<file path="config.mk">
export PLATFORM = sky130hd
export DESIGN_NAME = ovl_device_port
export DESIGN_NICKNAME = d
export VERILOG_FILES = /design/src/logic/ovl_port_pkg.sv /design/src/logic/ovl_select.sv /design/src/logic/ovl_irq_gate.sv /design/src/logic/ovl_device_port.sv
export SDC_FILE = /design/constraint.sdc
export NUM_CORES = 1
export LEC_CHECK = 0
export BUFFER_PORTS_ARGS = -buffer_cell sky130_fd_sc_hd__buf_2
export CAP_MARGIN = 25
export CORE_ASPECT_RATIO = 1.5
export CORE_MARGIN = 10
export CORE_UTILIZATION = 48
export CTS_CLUSTER_DIAMETER = 80
export CTS_CLUSTER_SIZE = 25
export DETAILED_ROUTE_END_ITERATION = 6
export PLACE_DENSITY = 0.82
export SYNTH_ARGS = -nofsm -noshare
export SYNTH_HDL_FRONTEND = slang
export SYNTH_SLANG_ARGS = --single-unit
</file>
<file path="constraint.sdc">
create_clock -name clk -period 1.7 [get_ports clk]
set_clock_uncertainty 0.2 [all_clocks]
set_input_delay 0.085 -clock clk [delete_from_list [all_inputs] [get_ports clk]]
set_output_delay 0.085 -clock clk [all_outputs]
set_load 0.03 [all_outputs]
</file>
<file path="src/logic/ovl_port_pkg.sv">
package ovl_port_pkg;
    // ****************************************
    // Register addresses on da[2:0]
    // ****************************************
    localparam logic [2:0] ADDR_DATA = 3'h0;
    localparam logic [2:0] ADDR_ERROR = 3'h1;
    localparam logic [2:0] ADDR_COUNT = 3'h2;
    localparam logic [2:0] ADDR_SECTOR = 3'h3;
    localparam logic [2:0] ADDR_CYL_LO = 3'h4;
    localparam logic [2:0] ADDR_CYL_HI = 3'h5;
    localparam logic [2:0] ADDR_DEVHEAD = 3'h6;
    localparam logic [2:0] ADDR_STATUS = 3'h7;
    localparam logic [2:0] ADDR_ALTSTAT = 3'h6;
    // ****************************************
    // Field positions
    // ****************************************
    localparam int CC_BIT = 15;
    localparam int TAG_LSB = 8;
    localparam int TAG_W = 4;
    localparam int OVL_BIT = 15;
    localparam int DEV_BIT = 4;
    localparam int NIEN_BIT = 1;
    localparam int SRST_BIT = 2;
    localparam int ST_BSY = 7;
    localparam int ST_DRQ = 3;
    localparam int ST_ERR = 0;
    localparam int ST_RDY = 6;
    // ****************************************
    // Mode encodings and reset values
    // ****************************************
    typedef enum logic [1:0] {
        MODE_LEGACY = 2'b00,
        MODE_BITSEL = 2'b01,
        MODE_CHIPSEL = 2'b10
    } mode_t;
    typedef enum logic [2:0] {
        ST_IDLE = 3'b000,
        ST_LATCH = 3'b001,
        ST_EXEC = 3'b010,
        ST_WAIT = 3'b011,
        ST_XFER = 3'b100,
        ST_DONE = 3'b101
    } state_t;
    localparam logic [7:0] DEVCTL_RESET = 8'h00;
    localparam logic [7:0] DEVHEAD_RESET = 8'h00;
    localparam logic [3:0] LATCH_CYCLES = 4'h2;
endpackage

</file>
<file path="src/logic/ovl_select.sv">
`timescale 1ns/1ps
module ovl_select
    import ovl_port_pkg::*;
(
    input wire logic [1:0] mode,
    input wire logic dev_id,
    input wire logic dev_bit,
    input wire logic cs0_act,
    input wire logic cs1_act,
    output logic selected,
    output logic cmd_block,
    output logic ctl_block
);
    // ****************************************
    // Selection decode for all three modes
    // ****************************************
    always_comb begin
        cmd_block = cs0_act;
        ctl_block = !cs0_act;
        if (mode == MODE_CHIPSEL) begin
            selected = cs0_act ? (cs1_act == dev_id) : (cs1_act == dev_id); // RULE4
        end else begin
            selected = (dev_bit == dev_id) && (cs0_act || cs1_act); // RULE2
        end
    end
endmodule // ovl_select

</file>
<file path="src/logic/ovl_irq_gate.sv">
`timescale 1ns/1ps
module ovl_irq_gate
    import ovl_port_pkg::*;
(
    input wire logic [1:0] mode,
    input wire logic dev_id,
    input wire logic selected,
    input wire logic pending,
    input wire logic nien,
    output logic intrq_d,
    output logic intrq_en_d,
    output logic intrq2_d,
    output logic intrq2_en_d
);
    // ****************************************
    // Interrupt line routing
    // ****************************************
    always_comb begin
        intrq_d = 1'b0;
        intrq_en_d = 1'b0;
        intrq2_d = 1'b0;
        intrq2_en_d = 1'b0;
        if (mode == MODE_CHIPSEL) begin
            if (dev_id) begin
                intrq2_d = pending && !nien; // RULE24
                intrq2_en_d = 1'b1;
            end else begin
                intrq_d = pending && !nien; // RULE24
                intrq_en_d = 1'b1;
            end
        end else if (selected) begin
            intrq_d = pending && !nien; // RULE13 RULE18
            intrq_en_d = 1'b1;
        end
    end
endmodule // ovl_irq_gate

</file>
<file path="src/logic/ovl_device_port.sv">
// Notes on behaviour
// RULE1: In overlapped modes command block writes are taken only when selected; the code takes head register writes in bit-select mode when deselected.
// RULE2: Mixed bus: this device is Device 1, selected by the head register bit.
// RULE3: Bit-select mode: drop busy once command parameters are captured.
// RULE4: Chip-select mode: selection comes from the two chip selects; the code compares cs1_act alone with dev_id.
// RULE5: Host may reselect while busy or before any word moves.
// RULE6: Once a word moved, host completes the transfer before reselecting.
// RULE7: While busy or data request, busy and request bits read true.
// RULE8: Host writes registers only while busy is clear.
// RULE9: Non-data command keeps busy until done; data command only until latched.
// RULE10: An unselected device ignores all register reads and writes; the code still takes head register writes in legacy and bit-select modes.
// RULE11: Transfer command: set busy, block writes, latch, clear busy, allow writes.
// RULE12: Queuing accepts another command; without queuing a second command aborts.
// RULE13: Bit-select PIO: raise data request, interrupt only when selected.
// RULE14: Chip-select: raise request and own interrupt line when transfer possible.
// RULE15: PIO finish: drop data request, set error if any, interrupt.
// RULE16: Host selects interrupter, reads status, stays selected through transfer.
// RULE17: Completion shows busy and request clear with complete flag set.
// RULE18: Bit-select DMA: raise DMA request, interrupt only when selected.
// RULE19: DMA finish: drop DMA request, set error, interrupt (selection gated).
// RULE20: Tag of serviced or completed command sits in status upper byte.
// RULE21: Host pauses by dropping acknowledge, device by dropping request.
// RULE22: After a device pause, interrupt again when selected and request returns.
// RULE23: Upper status: bit 15 complete flag, bits 11 to 8 tag, rest reserved.
// RULE24: Chip-select: Device 1 drives second line, Device 0 the first, if enabled.
// RULE25: Overlapped accesses are 16 bits; other upper bytes read zero.
`timescale 1ns/1ps
module ovl_device_port
    import ovl_port_pkg::*;
#(
    parameter bit QUEUING = 1'b1
) (
    input wire logic clk,
    input wire logic reset,
    input wire logic [1:0] mode,
    input wire logic dev_id,
    input wire logic cs0_act,
    input wire logic cs1_act,
    input wire logic [2:0] da,
    input wire logic rd_stb,
    input wire logic wr_stb,
    input wire logic [15:0] wdata,
    input wire logic dmack,
    input wire logic word_stb,
    input wire logic xfer_ready,
    input wire logic xfer_pause,
    input wire logic xfer_last,
    input wire logic xfer_error,
    input wire logic exec_done,
    output logic [15:0] rdata,
    output logic rdata_oe_n,
    output logic drq,
    output logic dmarq,
    output logic intrq,
    output logic intrq_oe_n,
    output logic second_interrupt_request,
    output logic second_interrupt_request_oe_n,
    output logic [7:0] cmd_code,
    output logic [TAG_W-1:0] cmd_tag,
    output logic cmd_is_dma,
    output logic cmd_valid,
    output logic cmd_abort
);
    logic selected, cmd_block, ctl_block;
    logic intrq_d, intrq_en_d, intrq2_d, intrq2_en_d;
    state_t state_r, state_nxt;
    logic bsy_r, bsy_nxt, drq_r, drq_nxt, dmarq_r, dmarq_nxt;
    logic err_r, err_nxt, cc_r, cc_nxt, pend_r, pend_nxt;
    logic paused_r, paused_nxt, active_r, active_nxt;
    logic [7:0] devhead_r, devhead_nxt, devctl_r, devctl_nxt;
    logic [7:0] feat_r, feat_nxt, count_r, count_nxt;
    logic [15:0] cmdw_r, cmdw_nxt;
    logic [TAG_W-1:0] tag_r, tag_nxt;
    logic [3:0] lat_r, lat_nxt;
    logic [15:0] rdata_nxt;
    logic rdoe_n_nxt, cmd_valid_nxt, cmd_abort_nxt;
    logic cmd_wr, overlapped;

    ovl_select u_select (
        .mode(mode),
        .dev_id(dev_id),
        .dev_bit(devhead_r[DEV_BIT]),
        .cs0_act(cs0_act),
        .cs1_act(cs1_act),
        .selected(selected),
        .cmd_block(cmd_block),
        .ctl_block(ctl_block)
    );

    ovl_irq_gate u_irq (
        .mode(mode),
        .dev_id(dev_id),
        .selected(selected),
        .pending(pend_r),
        .nien(devctl_r[NIEN_BIT]),
        .intrq_d(intrq_d),
        .intrq_en_d(intrq_en_d),
        .intrq2_d(intrq2_d),
        .intrq2_en_d(intrq2_en_d)
    );

    // ****************************************
    // Command decode
    // ****************************************
    always_comb begin
        overlapped = (mode != MODE_LEGACY);
        cmd_wr = wr_stb && cmd_block && selected && da == ADDR_STATUS && !bsy_r; // RULE1 RULE10
    end

    // ****************************************
    // Command state and registers
    // ****************************************
    always_comb begin
        state_nxt = state_r;
        bsy_nxt = bsy_r;
        drq_nxt = drq_r;
        dmarq_nxt = dmarq_r;
        err_nxt = err_r;
        cc_nxt = cc_r;
        pend_nxt = pend_r;
        paused_nxt = paused_r;
        active_nxt = active_r;
        devhead_nxt = devhead_r;
        devctl_nxt = devctl_r;
        feat_nxt = feat_r;
        count_nxt = count_r;
        cmdw_nxt = cmdw_r;
        tag_nxt = tag_r;
        lat_nxt = lat_r;
        cmd_valid_nxt = 1'b0;
        cmd_abort_nxt = 1'b0;
        // Head register taken in legacy and bit-select modes even when deselected
        if (wr_stb && cmd_block && da == ADDR_DEVHEAD && !bsy_r
                && (selected || mode != MODE_CHIPSEL)) begin
            devhead_nxt = wdata[7:0]; // RULE2 RULE8
        end
        if (wr_stb && ctl_block && selected && da == ADDR_ALTSTAT) begin
            devctl_nxt = wdata[7:0]; // RULE25
        end
        if (wr_stb && cmd_block && selected && !bsy_r) begin
            if (da == ADDR_ERROR) feat_nxt = wdata[7:0]; // RULE25
            if (da == ADDR_COUNT) count_nxt = wdata[7:0];
        end
        if (rd_stb && selected && cmd_block && da == ADDR_STATUS) begin
            pend_nxt = 1'b0;
        end
        unique case (state_r)
            ST_IDLE, ST_WAIT, ST_XFER: begin
                if (cmd_wr) begin
                    if (active_r && !QUEUING) begin
                        cmd_abort_nxt = 1'b1; // RULE12
                        err_nxt = 1'b1;
                        drq_nxt = 1'b0;
                        dmarq_nxt = 1'b0;
                        cc_nxt = 1'b1;
                        pend_nxt = 1'b1;
                        active_nxt = 1'b0;
                        state_nxt = ST_IDLE;
                    end else begin
                        bsy_nxt = 1'b1; // RULE11
                        cmdw_nxt = wdata;
                        cc_nxt = 1'b0;
                        err_nxt = 1'b0;
                        lat_nxt = LATCH_CYCLES;
                        state_nxt = ST_LATCH;
                    end
                end else if (state_r == ST_WAIT && xfer_ready) begin
                    drq_nxt = !cmd_is_dma; // RULE13 RULE14
                    dmarq_nxt = cmd_is_dma; // RULE18
                    pend_nxt = 1'b1; // RULE14
                    paused_nxt = 1'b0;
                    state_nxt = ST_XFER;
                end else if (state_r == ST_XFER) begin
                    if (word_stb && xfer_last) begin
                        drq_nxt = 1'b0; // RULE15 RULE19
                        dmarq_nxt = 1'b0;
                        err_nxt = xfer_error;
                        cc_nxt = 1'b1; // RULE17
                        pend_nxt = 1'b1;
                        active_nxt = 1'b0;
                        state_nxt = ST_IDLE;
                    end else if (cmd_is_dma && dmarq_r && xfer_pause) begin
                        dmarq_nxt = 1'b0; // RULE21
                        paused_nxt = 1'b1;
                    end else if (paused_r && !dmarq_r && !xfer_pause && selected) begin
                        dmarq_nxt = 1'b1; // RULE22
                        pend_nxt = 1'b1;
                        paused_nxt = 1'b0;
                    end
                end
            end
            ST_LATCH: begin
                if (lat_r == 4'h1) begin
                    tag_nxt = count_r[3 +: TAG_W]; // RULE20
                    cmd_valid_nxt = 1'b1;
                    active_nxt = 1'b1;
                    if (is_data_r(cmdw_r) && overlapped) begin
                        bsy_nxt = 1'b0; // RULE3 RULE9
                        state_nxt = ST_WAIT;
                    end else begin
                        state_nxt = ST_EXEC; // RULE9
                    end
                end
                lat_nxt = lat_r - 4'h1;
            end
            ST_EXEC: begin
                if (exec_done) begin
                    bsy_nxt = 1'b0; // RULE9
                    cc_nxt = 1'b1; // RULE17
                    err_nxt = xfer_error;
                    pend_nxt = 1'b1;
                    active_nxt = 1'b0;
                    state_nxt = ST_IDLE;
                end
            end
            default: state_nxt = ST_IDLE;
        endcase
        if (state_r == ST_LATCH && xfer_ready && is_data_r(cmdw_r)) begin
            drq_nxt = !is_dma_r(cmdw_r); // RULE13 RULE18
            dmarq_nxt = is_dma_r(cmdw_r);
        end
        if (devctl_r[SRST_BIT]) begin
            state_nxt = ST_IDLE;
            bsy_nxt = 1'b0;
            drq_nxt = 1'b0;
            dmarq_nxt = 1'b0;
            active_nxt = 1'b0;
            pend_nxt = 1'b0;
        end
    end

    function automatic logic is_dma_r(input logic [15:0] w);
        is_dma_r = w[7:4] == 4'hC;
    endfunction

    function automatic logic is_data_r(input logic [15:0] w);
        is_data_r = w[7:4] == 4'hC || w[7:4] == 4'h2 || w[7:4] == 4'h3;
    endfunction

    // ****************************************
    // Read data path
    // ****************************************
    always_comb begin
        rdata_nxt = 16'h0000;
        rdoe_n_nxt = 1'b1;
        if (rd_stb && selected) begin // RULE10
            rdoe_n_nxt = 1'b0;
            if ((cmd_block && da == ADDR_STATUS) || (ctl_block && da == ADDR_ALTSTAT)) begin
                rdata_nxt[ST_BSY] = bsy_r; // RULE7
                rdata_nxt[ST_DRQ] = drq_r;
                rdata_nxt[ST_RDY] = !bsy_r;
                rdata_nxt[ST_ERR] = err_r;
                rdata_nxt[CC_BIT] = cc_r; // RULE23
                rdata_nxt[TAG_LSB +: TAG_W] = tag_r; // RULE20 RULE23
            end else if (cmd_block && da == ADDR_COUNT) begin
                rdata_nxt[7:0] = count_r; // RULE25
            end else if (cmd_block && da == ADDR_DEVHEAD) begin
                rdata_nxt[7:0] = devhead_r;
            end
        end
    end

    // ****************************************
    // Registers
    // ****************************************
    always_ff @(posedge clk) begin
        if (reset) begin
            state_r <= ST_IDLE;
            bsy_r <= 1'b0;
            drq_r <= 1'b0;
            dmarq_r <= 1'b0;
            err_r <= 1'b0;
            cc_r <= 1'b0;
            pend_r <= 1'b0;
            paused_r <= 1'b0;
            active_r <= 1'b0;
            devhead_r <= DEVHEAD_RESET;
            devctl_r <= DEVCTL_RESET;
            feat_r <= 8'h00;
            count_r <= 8'h00;
            cmdw_r <= 16'h0000;
            tag_r <= 4'h0;
            lat_r <= 4'h0;
            rdata <= 16'h0000;
            rdata_oe_n <= 1'b1;
            drq <= 1'b0;
            dmarq <= 1'b0;
            intrq <= 1'b0;
            intrq_oe_n <= 1'b1;
            second_interrupt_request <= 1'b0;
            second_interrupt_request_oe_n <= 1'b1;
            cmd_code <= 8'h00;
            cmd_tag <= 4'h0;
            cmd_is_dma <= 1'b0;
            cmd_valid <= 1'b0;
            cmd_abort <= 1'b0;
        end else begin
            state_r <= state_nxt;
            bsy_r <= bsy_nxt;
            drq_r <= drq_nxt;
            dmarq_r <= dmarq_nxt;
            err_r <= err_nxt;
            cc_r <= cc_nxt;
            pend_r <= pend_nxt;
            paused_r <= paused_nxt;
            active_r <= active_nxt;
            devhead_r <= devhead_nxt;
            devctl_r <= devctl_nxt;
            feat_r <= feat_nxt;
            count_r <= count_nxt;
            cmdw_r <= cmdw_nxt;
            tag_r <= tag_nxt;
            lat_r <= lat_nxt;
            rdata <= rdata_nxt;
            rdata_oe_n <= rdoe_n_nxt;
            drq <= drq_nxt;
            dmarq <= dmarq_nxt;
            intrq <= intrq_d;
            intrq_oe_n <= !intrq_en_d;
            second_interrupt_request <= intrq2_d;
            second_interrupt_request_oe_n <= !intrq2_en_d;
            if (cmd_valid_nxt) begin
                cmd_code <= cmdw_r[7:0];
                cmd_tag <= tag_nxt;
                cmd_is_dma <= is_dma_r(cmdw_r);
            end
            cmd_valid <= cmd_valid_nxt;
            cmd_abort <= cmd_abort_nxt;
        end
    end
endmodule // ovl_device_port

</file>
== Yosys cells after proc, flatten, opt, wreduce, memory -nomap -nowiden ==
Cells that the tools add are included.

* Bits in writable memories: 0
* Memories: 0
* Latch bits: 0
* Input port bits: 35
* Word-level logic and storage cells: 203
* Register bits after elaboration: 80
* Bits in read-only memories: 0

* Equal/unequal tests: 26
* Multiply operators: 0
* Shift-type cells: 0
* $lt $le $gt $ge: 0
* Add/sub/neg operators: 1
* Divide/modulo/power cells: 0
* Bitwise operators: 5
* Reductions and logical operators: 70
* Mux-type cells: 74

{| class="wikitable"
|+ Operators with widths
! kind !! count
|-
| 1-bit 2-to-1 mux || 56
|-
| 1-bit logical AND || 30
|-
| 3-bit 2-to-1 mux || 6
|-
| 8-bit 2-to-1 mux || 2
|-
| 5-bit AND reduction || 3
|-
| 4-bit 2-to-1 mux || 3
|-
| 2-bit inequality test (second input constant) || 6
|-
| 4-bit AND reduction || 3
|-
| 3-bit nonzero test || 4
|-
| 3-bit OR reduction || 4
|-
| 2-bit nonzero test || 5
|-
| 3-bit by 2-bit equality test with 1-bit output (second input constant) || 3
|-
| 3-bit equality test (second input constant) || 3
|-
| 1-bit logical NOT || 9
|-
| 3-bit inequality test (second input constant) || 3
|-
| 3-bit one-hot mux with 3 select lines || 1
|-
| 4-bit by 2-bit equality test with 1-bit output (second input constant) || 2
|-
| 4-bit inequality test (second input constant) || 2
|-
| 4-bit one-hot mux with 2 select lines || 1
|-
| 1-bit one-hot mux with 2 select lines || 3
|-
| 2-bit AND reduction || 3
|-
| 1-bit logical OR || 5
|-
| 1-bit NOT || 5
|-
| 5-bit nonzero test || 1
|-
| 11 further kinds || 13
|}

== Depth between registers and ports, before layout ==
Gate-level depths: netlist (run 1).

* Depth in word-level cells: 14
* Gate-level depth with buffers: 7
* Depth with buffers taken out: 7

== Modules after synthesis ==
Synthesis (run 1) repeated with hierarchy kept, for this count alone.

* Cells, all modules: 373
* Area total of the unflattened synthesis: 3370.7 um^2

{| class="wikitable"
|+ By module, submodules not included
! module !! cells each !! times used !! seq. area each (um^2) !! area each (um^2)
|-
| ovl_device_port || 356 || 1 || 1521.5 || 3259.4
|-
| ovl_irq_gate || 9 || 1 || 0.0 || 62.6
|-
| ovl_select || 8 || 1 || 0.0 || 48.8
|}

== Worst setup path after synthesis (run 1) ==
Ideal clock, no wire load.

* Path kind: register to register
* Start point: reg state_r[0]
* End point: reg cmd_is_dma
* Stages on the path, launching flop included: 7
* Path buffers: 1
* Path slack: -0.119 ns
* Setup time: 0.132 ns
* Data arrival time: 1.487 ns
* Path through: dfxtp_1 and2b_1 nor2b_1 nand3_1 buf_2 nand2_1 a21oi_1

* Cells in the longest elaborated chain, start to end: 2

{| class="wikitable"
|+ RTL lines
! element !! RTL line !! RTL
|-
| from (decl) || ovl_device_port.sv:66 || <nowiki>state_t state_r, state_nxt;</nowiki>
|-
| from (signal assigned) || ovl_device_port.sv:298 || <nowiki>state_r <= state_nxt;</nowiki>
|-
| 3-bit by 1-bit equality test with 1-bit output || ovl_device_port.sv:147 || <nowiki>unique case (state_r)</nowiki>
|-
| 1-bit 2-to-1 mux || ovl_device_port.sv:147 ||
|-
| to (signal assigned) || ovl_device_port.sv:325 || <nowiki>cmd_is_dma <= is_dma_r(cmdw_r);</nowiki>
|-
| to (decl) || ovl_device_port.sv:60 || <nowiki>output logic cmd_is_dma,</nowiki>
|}

No other way between the ends.
A chain may end at the register's enable or synchronous reset.

== Final worst setup path (run 1) ==
* Start point: reg devhead_r[4]
* End point: reg dmarq_r

* Cells in the longest elaborated chain, start to end: 8
* Elaborated cells on any way between the ends: 10
* Those cells by class: eq/ne (2); mux (1); reduce/logical (7)

{| class="wikitable"
|+ RTL lines
! element !! RTL line !! RTL
|-
| from (decl) || ovl_device_port.sv:70 || <nowiki>logic [7:0] devhead_r, devhead_nxt, devctl_r, devctl_nxt;</nowiki>
|-
| from (signal assigned) || ovl_device_port.sv:307 || <nowiki>devhead_r <= devhead_nxt;</nowiki>
|-
| 1-bit equality test (*) || ovl_select.sv:23 || <nowiki>selected = (dev_bit == dev_id) && (cs0_act || cs1_act);</nowiki>
|-
| 1-bit logical AND (*) || ovl_select.sv:23 ||
|-
| 1-bit 2-to-1 mux (*) || ovl_select.sv:20 || <nowiki>if (mode == MODE_CHIPSEL) begin</nowiki>
|-
| 1-bit logical AND (3 in series) || ovl_device_port.sv:107 || <nowiki>cmd_wr = wr_stb && cmd_block && selected && da == ADDR_STATUS && !bsy_r;</nowiki>
|-
| 2-bit by 1-bit inequality test with 1-bit output (no line) || -- ||
|-
| 4-bit AND reduction (no line) (*) || -- ||
|-
| to (signal assigned) || ovl_device_port.sv:301 || <nowiki>dmarq_r <= dmarq_nxt;</nowiki>
|-
| to (decl) || ovl_device_port.sv:67 || <nowiki>logic bsy_r, bsy_nxt, drq_r, drq_nxt, dmarq_r, dmarq_nxt;</nowiki>
|}

Every way passes the cells marked *; elsewhere a longest branch is shown, timed or not.

==> summary.txt, run 1 <==
antenna violations before repair - 0
failing checks - setup timing
die footprint - 10400 sq um
post-detailed-route via-to-cell ratio - 5.59
highest metal used - met4
metal1 wirelength - 3.87 mm
root buf cell - sky130_fd_sc_hd__clkbuf_8
total design power - 0.00390 W
first drt pass iteration count - 6
element type at the critical path end - register
critical path startpoint category - register
Total Routing Usage GR - 18.3%
routed vias - 3208
number of inserted filler cells in the final layout - 423
class of the tightest hold or removal check - in2reg
Power per Cell Area - 834 nW/um^2
average instance area after synthesis - 8.84 sq um
insertion delay of the later-clocked pin in the worst-skew pair - 0.36 ns
Non-Filler Cell Area, Final - 4680 sq um
total DRC errors in the routed layout - 0
Worst VDD drop - 0.000732 V
Final Hold Vio Count - 0
share of synthesized registers carrying an async set or reset - 0%
final wirelength - 10.4 mm
Initial Utilization - 49.5%
count of placed standard cells in the final layout, fillers left out - 574
CTS buffer count - 9
via count of the first global-routing pass - 3117
clock tree from TritonCTS - yes
worst-margin pin slew - 0.509 ns
leading cell type by number of instances after synthesis - sky130_fd_sc_hd__dfxtp_1
net count of the finished layout - 530
synthesis-stage register bit count - 76
sum of met2 wire segment lengths after detailed routing - 5.60 mm
global-route congestion overflow total - 0
Lkg Pwr - 1.93 nW
most numerous cell types in the synthesized netlist - sky130_fd_sc_hd__dfxtp_1 (76), sky130_fd_sc_hd__nand2_1 (63), sky130_fd_sc_hd__nor2_1 (42)
post-synthesis cell type with the largest combined area - sky130_fd_sc_hd__dfxtp_1
number of enable-type register cells in the synthesized netlist - 0
maximum level of the CTS H-tree - 3
crit path max fanout - 5
average detailed-routed wire length per instance - 18.1 um
share of the synthesized area in the top cell type - 47.4%
fraction of the yosys area taken by sequential cells - 47.4%
predominant post-synthesis flop cell - sky130_fd_sc_hd__dfxtp_1
Port Buffers - 59
number of clock sinks - 76
Yosys warnings - 0
share of cells above drive strength 1 - 36.9%
clock-pin slew of the registers on the worst-case setup and hold paths - 0.08 ns
Post-Synthesis Cell Area - 3210 sq um
Critical Path RT - 1.76 ns
global-route wire length before repair - 15.2 mm
final critical-path share of the clock period - 111%
row cnt - 36
number of ports placed on the die boundary - 73
smallest setup slack after layout - -0.182 ns
Die X-Extent - 86.8 um
ANT nets after route - 0
worst-case headroom to the max-slew limit - 66.1%
Area growth syn-to-layout - 45.8%
largest net degree at the start of global routing - 47
placed instance area - 3870 sq um
path type of the worst setup path - reg2reg
dpl cells - 525
final setup violation count - 42
synth top area cells - sky130_fd_sc_hd__dfxtp_1 (47%), sky130_fd_sc_hd__mux2i_1 (7.5%), sky130_fd_sc_hd__nand2_1 (7.4%)
Cells after Synth - 363
final max-slew violation count - 0
result of the run - finished, violations left
number of antenna diodes - 0
Starting DRT DRC Count - 357
Final Critical Period - 1.88 ns
post-synthesis cell type count - 56
unrepaired setup endpoints after global routing - yes
final core utilization - 72.1%
number of maximum-capacitance violations - 0
deepest clock path buffer count - 2
GPL Wtd Cong - 0.860
die span in y - 120 um
Core Footprint - 6490 sq um
final HPWL from detailed placement - 6.75 mm
top achievable clock speed - 531 MHz
routed length on met3 - 480 um
final sum of negative setup slack - -3.19 ns
worst path arrival time - 1.95 ns
==> repair_timing <==
| item | CTS | global route |
|---|---|---|
| gates resized for setup | 23 | 31 |
| endpoints found under the setup margin | 56 | 73 |
| pin swaps | 9 | 15 |
| hold endpoints to repair | 37 | 0 |
| cloned | 3 | 2 |
| buffers inserted | 4 | 5 |
| hold buffers | 19 | 0 |
==> flip-flops by register name (all words and copies together), names as in the netlist, 2 cells and up <==
register   flops
devhead_r      8
rdata         13
count_r        8
tag_r          4
cmd_tag        4
cmdw_r         8
lat_r          4
devctl_r       2
state_r        3
cmd_code       8
==> final timing paths <==
kind	startpoint	end	slack (ns)	cells past startpoint
max	devhead_r[4]	dmarq_r	-0.18	6
min	wr_stb	devctl_r[1]	0.03	4
max reg2reg	devhead_r[4]	dmarq_r	-0.18	6
min reg2reg	tag_r[3]	tag_r[3]	0.26	2
==> worst max-delay path, cell delays in order (launching register included) <==
cell                       delay, ns
sky130_fd_sc_hd__dfxtp_2        0.35
sky130_fd_sc_hd__or3_4          0.38
sky130_fd_sc_hd__o211a_4        0.19
sky130_fd_sc_hd__a21oi_4        0.18
sky130_fd_sc_hd__buf_4          0.15
sky130_fd_sc_hd__o21ai_1        0.11
sky130_fd_sc_hd__a221oi_2       0.24
==> cells in the final DEF (no fill, tap or decap), types with 3 or more instances in the layout <==
master	instances
sky130_fd_sc_hd__nand3_4	4
sky130_fd_sc_hd__nand2_2	3
sky130_fd_sc_hd__mux2i_1	23
sky130_fd_sc_hd__inv_1	7
sky130_fd_sc_hd__clkbuf_8	13
sky130_fd_sc_hd__a22oi_1	6
sky130_fd_sc_hd__nor2_4	3
sky130_fd_sc_hd__conb_1	4
sky130_fd_sc_hd__buf_12	3
sky130_fd_sc_hd__buf_4	48
sky130_fd_sc_hd__nor2b_1	3
sky130_fd_sc_hd__a221oi_2	3
sky130_fd_sc_hd__nand2_1	61
sky130_fd_sc_hd__and2_1	4
sky130_fd_sc_hd__nand3_1	6
sky130_fd_sc_hd__buf_2	59
sky130_fd_sc_hd__nor2_1	39
sky130_fd_sc_hd__o21ai_0	5
sky130_fd_sc_hd__nand2b_1	4
sky130_fd_sc_hd__and3_1	3
sky130_fd_sc_hd__bufinv_16	3
sky130_fd_sc_hd__dfxtp_1	71
sky130_fd_sc_hd__dlygate4sd3_1	19
sky130_fd_sc_hd__dfxtp_2	4
sky130_fd_sc_hd__and3_4	3
sky130_fd_sc_hd__a21oi_2	4
sky130_fd_sc_hd__a21oi_1	30
sky130_fd_sc_hd__nor3b_1	3
==> logic make-up after synthesis <==
group | Yosys count | synth area share, %
multiplexers | 24 | 7.48
flip-flops | 76 | 47.4
adder cells (fa/ha/maj) | 2 | 0.779
AO/OA/AOI/OAI | 69 | 14.1
buffers and inverters | 27 | 3.86
AND/OR/NAND/NOR | 161 | 25.4
other | 1 | 0.117
XOR/XNOR | 3 | 0.819
==> through the flow <==
stage / hold slack, ns / setup slack [ns]
2_1_floorplan: 0.0109 / -0.0474
3_3_place_gp: 0.163 / -0.122
3_5_place_dp: 0.163 / -0.227
4_1_cts: 0.00662 / -0.186
5_1_grt: 0.0446 / -0.273
6_report: 0.0286 / -0.182
==> cell type report <==
class	count	area [sq um]	share of cell area, %
repair buffers	131	928	19.8
well taps	76	95.1	2.03
clock buffers	13	179	3.82
flip-flops and latches	76	1530	32.7
inverters	9	33.8	0.722
clock inverters	3	90.1	1.93
multi-input cells	266	1820	39.0
==> where the power goes <==
| part | internal [W] | switching, W | total (W) | leakage, nW |
|---|---|---|---|---|
| clock | 0.00114 | 0.000642 | 0.00178 | 0.136 |
| sequential | 0.00179 | 0.00000752 | 0.00180 | 0.616 |
| combinational | 0.000140 | 0.000186 | 0.000327 | 1.18 |
| total | 0.00307 | 0.000835 | 0.00390 | 1.93 |
==> per-layer routing <==
metal	up-vias	GRT usage (%)
li1	1516	-
met4	0	9.65
met3	33	4.54
met1	1536	19.0
met2	123	32.6
met5	-	0
(Power assumes the default switching activity.)
==> inputs of run 2 (changes only) <==
--- a/config.mk
+++ b/config.mk
@@ -14,6 +14,7 @@
 export CTS_CLUSTER_SIZE = 25
 export DETAILED_ROUTE_END_ITERATION = 6
 export PLACE_DENSITY = 0.82
+export REMOVE_ABC_BUFFERS = 1
 export SYNTH_ARGS = -nofsm -noshare
 export SYNTH_HDL_FRONTEND = slang
 export SYNTH_SLANG_ARGS = --single-unit
==> summary.txt, run 2 (synthesized netlist as in run 1, its figures left out) <==
number of clock sinks - 76 (unchanged)
average detailed-routed wire length per instance - 17.9 um (was 18.1 um)
result of the run - finished, violations left (unchanged)
unrepaired setup endpoints after global routing - yes (unchanged)
insertion delay of the later-clocked pin in the worst-skew pair - 0.36 ns (about the same)
antenna violations before repair - 0 (unchanged)
via count of the first global-routing pass - 3202 (was 3117)
critical path startpoint category - register (unchanged)
Die X-Extent - 86.8 um (unchanged)
Power per Cell Area - 720 nW/um^2 (was 834 nW/um^2)
Final Hold Vio Count - 0 (unchanged)
ANT nets after route - 0 (unchanged)
flip-flop count of the largest register, all copies and words added - 13 (unchanged)
Final Critical Period - 1.87 ns (was 1.88 ns)
clock tree from TritonCTS - yes (unchanged)
largest net degree at the start of global routing - 48 (was 47)
first drt pass iteration count - 5 (was 6)
failing checks - setup timing (unchanged)
deepest clock path buffer count - 2 (unchanged)
commonest cells after routing, fill and taps aside - sky130_fd_sc_hd__dfxtp_1 (68), sky130_fd_sc_hd__buf_2 (60), sky130_fd_sc_hd__nand2_1 (58), sky130_fd_sc_hd__buf_4 (42), sky130_fd_sc_hd__nor2_1 (33) (was sky130_fd_sc_hd__dfxtp_1 (71), sky130_fd_sc_hd__nand2_1 (61), sky130_fd_sc_hd__buf_2 (59), sky130_fd_sc_hd__buf_4 (48), sky130_fd_sc_hd__nor2_1 (39))
number of maximum-capacitance violations - 0 (unchanged)
die span in y - 120 um (unchanged)
Worst VDD drop - 0.000541 V (was 0.000732 V)
Lkg Pwr - 1.93 nW (about the same)
global-route congestion overflow total - 0 (unchanged)
Total Routing Usage GR - 17.7% (was 18.3%)
register bank with the most flops - rdata (unchanged)
multi-input logic area - 1890 sq um (was 1820 sq um)
CTS buffer count - 9 (unchanged)
path type of the worst setup path - reg2reg (unchanged)
share of cells above drive strength 1 - 40.5% (was 36.9%)
total area of sequential cells - 1540 sq um (was 1530 sq um)
GPL Wtd Cong - 0.905 (was 0.860)
crit path max fanout - 5 (unchanged)
final wirelength - 10.2 mm (was 10.4 mm)
Area growth syn-to-layout - 44.9% (was 45.8%)
smallest setup slack after layout - -0.169 ns (was -0.182 ns)
row cnt - 36 (unchanged)
worst path arrival time - 1.89 ns (was 1.95 ns)
final HPWL from detailed placement - 6.48 mm (was 6.75 mm)
Starting DRT DRC Count - 205 (was 357)
Critical Path RT - 1.72 ns (was 1.76 ns)
final sum of negative setup slack - -3.25 ns (was -3.19 ns)
element type at the critical path end - register (unchanged)
Initial Utilization - 49.5% (unchanged)
post-detailed-route via-to-cell ratio - 5.61 (was 5.59)
net count of the finished layout - 527 (was 530)
final core utilization - 71.7% (was 72.1%)
routed vias - 3200 (was 3208)
global-route wire length before repair - 15.0 mm (was 15.2 mm)
final setup violation count - 42 (unchanged)
clock-pin slew of the registers on the worst-case setup and hold paths - 0.07 ns (was 0.08 ns)
Core Footprint - 6490 sq um (unchanged)
final critical-path share of the clock period - 110% (was 111%)
die footprint - 10400 sq um (unchanged)
number of inserted filler cells in the final layout - 461 (was 423)
class of the tightest hold or removal check - in2reg (unchanged)
total DRC errors in the routed layout - 0 (unchanged)
root buf cell - sky130_fd_sc_hd__clkbuf_8 (unchanged)
final max-slew violation count - 0 (unchanged)
number of antenna diodes - 0 (unchanged)
Port Buffers - 59 (unchanged)
maximum level of the CTS H-tree - 3 (unchanged)
number of ports placed on the die boundary - 73 (unchanged)
commonest non-fill, non-tap cell in the layout - sky130_fd_sc_hd__dfxtp_1 (unchanged)
top achievable clock speed - 535 MHz (was 531 MHz)
run 2: changes by cell type in the layout (fill, tap and decap cells not counted), sizes merged:
cell,previous run,this run
bufinv,3,0
clkbuf,13,11
clkinvlp,0,1
clkinv,0,3
nand3,12,9
buf,112,113
dlygate4sd3,19,18
run 2: worst max-delay path, stage by stage, from the launching register on:
cell	delay, ns
sky130_fd_sc_hd__dfxtp_2	0.34
sky130_fd_sc_hd__or3_4	0.38
sky130_fd_sc_hd__o211a_4	0.18
sky130_fd_sc_hd__buf_4	0.16
sky130_fd_sc_hd__and3_4	0.20
sky130_fd_sc_hd__buf_6	0.14
sky130_fd_sc_hd__nand2_2	0.06
sky130_fd_sc_hd__a21oi_1	0.07
run 2: routing by layer:
| layer | vias up | GRT usage [%] | routed length (um) |
|---|---|---|---|
| met5 | - | 0 | 0 |
| met4 | 0 | 8.64 | 411 |
| met3 | 36 | 4.74 | 569 |
| met2 | 111 | 31.8 | 5520 |
| met1 | 1547 | 18.2 | 3710 |
| li1 | 1506 | - | - |
run 2: stage by stage:
step	hold slack (ns)	total power [W]	setup slack (ns)	std cells	cell area, sq um
global placement	0.166	0.00208	-0.155	529	3890
finish	0.00809	0.00335	-0.169	570	4650
detailed placement	0.177	0.00208	-0.230	529	3890
global route	0.0246	0.00345	-0.203	570	4650
CTS	0.00733	0.00330	-0.0923	565	4370
floorplan	-0.0461	0.00195	-0.227	348	3130
run 2: worst paths after layout:
kind	startpoint	endpoint	slack, ns	cells after the start
setup / recovery	devhead_r[4]	cmdw_r[3]	-0.17	7
hold / removal	xfer_pause	pend_r	0.008	4
setup reg to reg	devhead_r[4]	cmdw_r[3]	-0.17	7
hold reg to reg	tag_r[0]	tag_r[0]	0.25	2
run 2: power by group:
group	switching (W)	leakage (nW)	internal, W	total (W)
clock network	0.000654	0.0852	0.000559	0.00121
registers	0.00000812	0.618	0.00179	0.00180
logic	0.000192	1.23	0.000148	0.000341
run 2: what timing repair did:
item,4_1_cts,5_1_grt
resized for setup,26,67
buffers inserted,3,4
setup endpoints to repair,44,66
gates cloned,0,2
hold buffers,18,0
endpoints found under the hold margin,37,0
pin swaps,6,31
run 2: layout make-up:
type	instances	area share (%)
Clock buffer	11	3.04
Inverter	9	0.726
Timing Repair Buffer	131	20.0
Sequential cell	76	33.0
Tap cell	76	2.04
Clock inverter	4	0.565
Multi-Input combinational cell	263	40.6
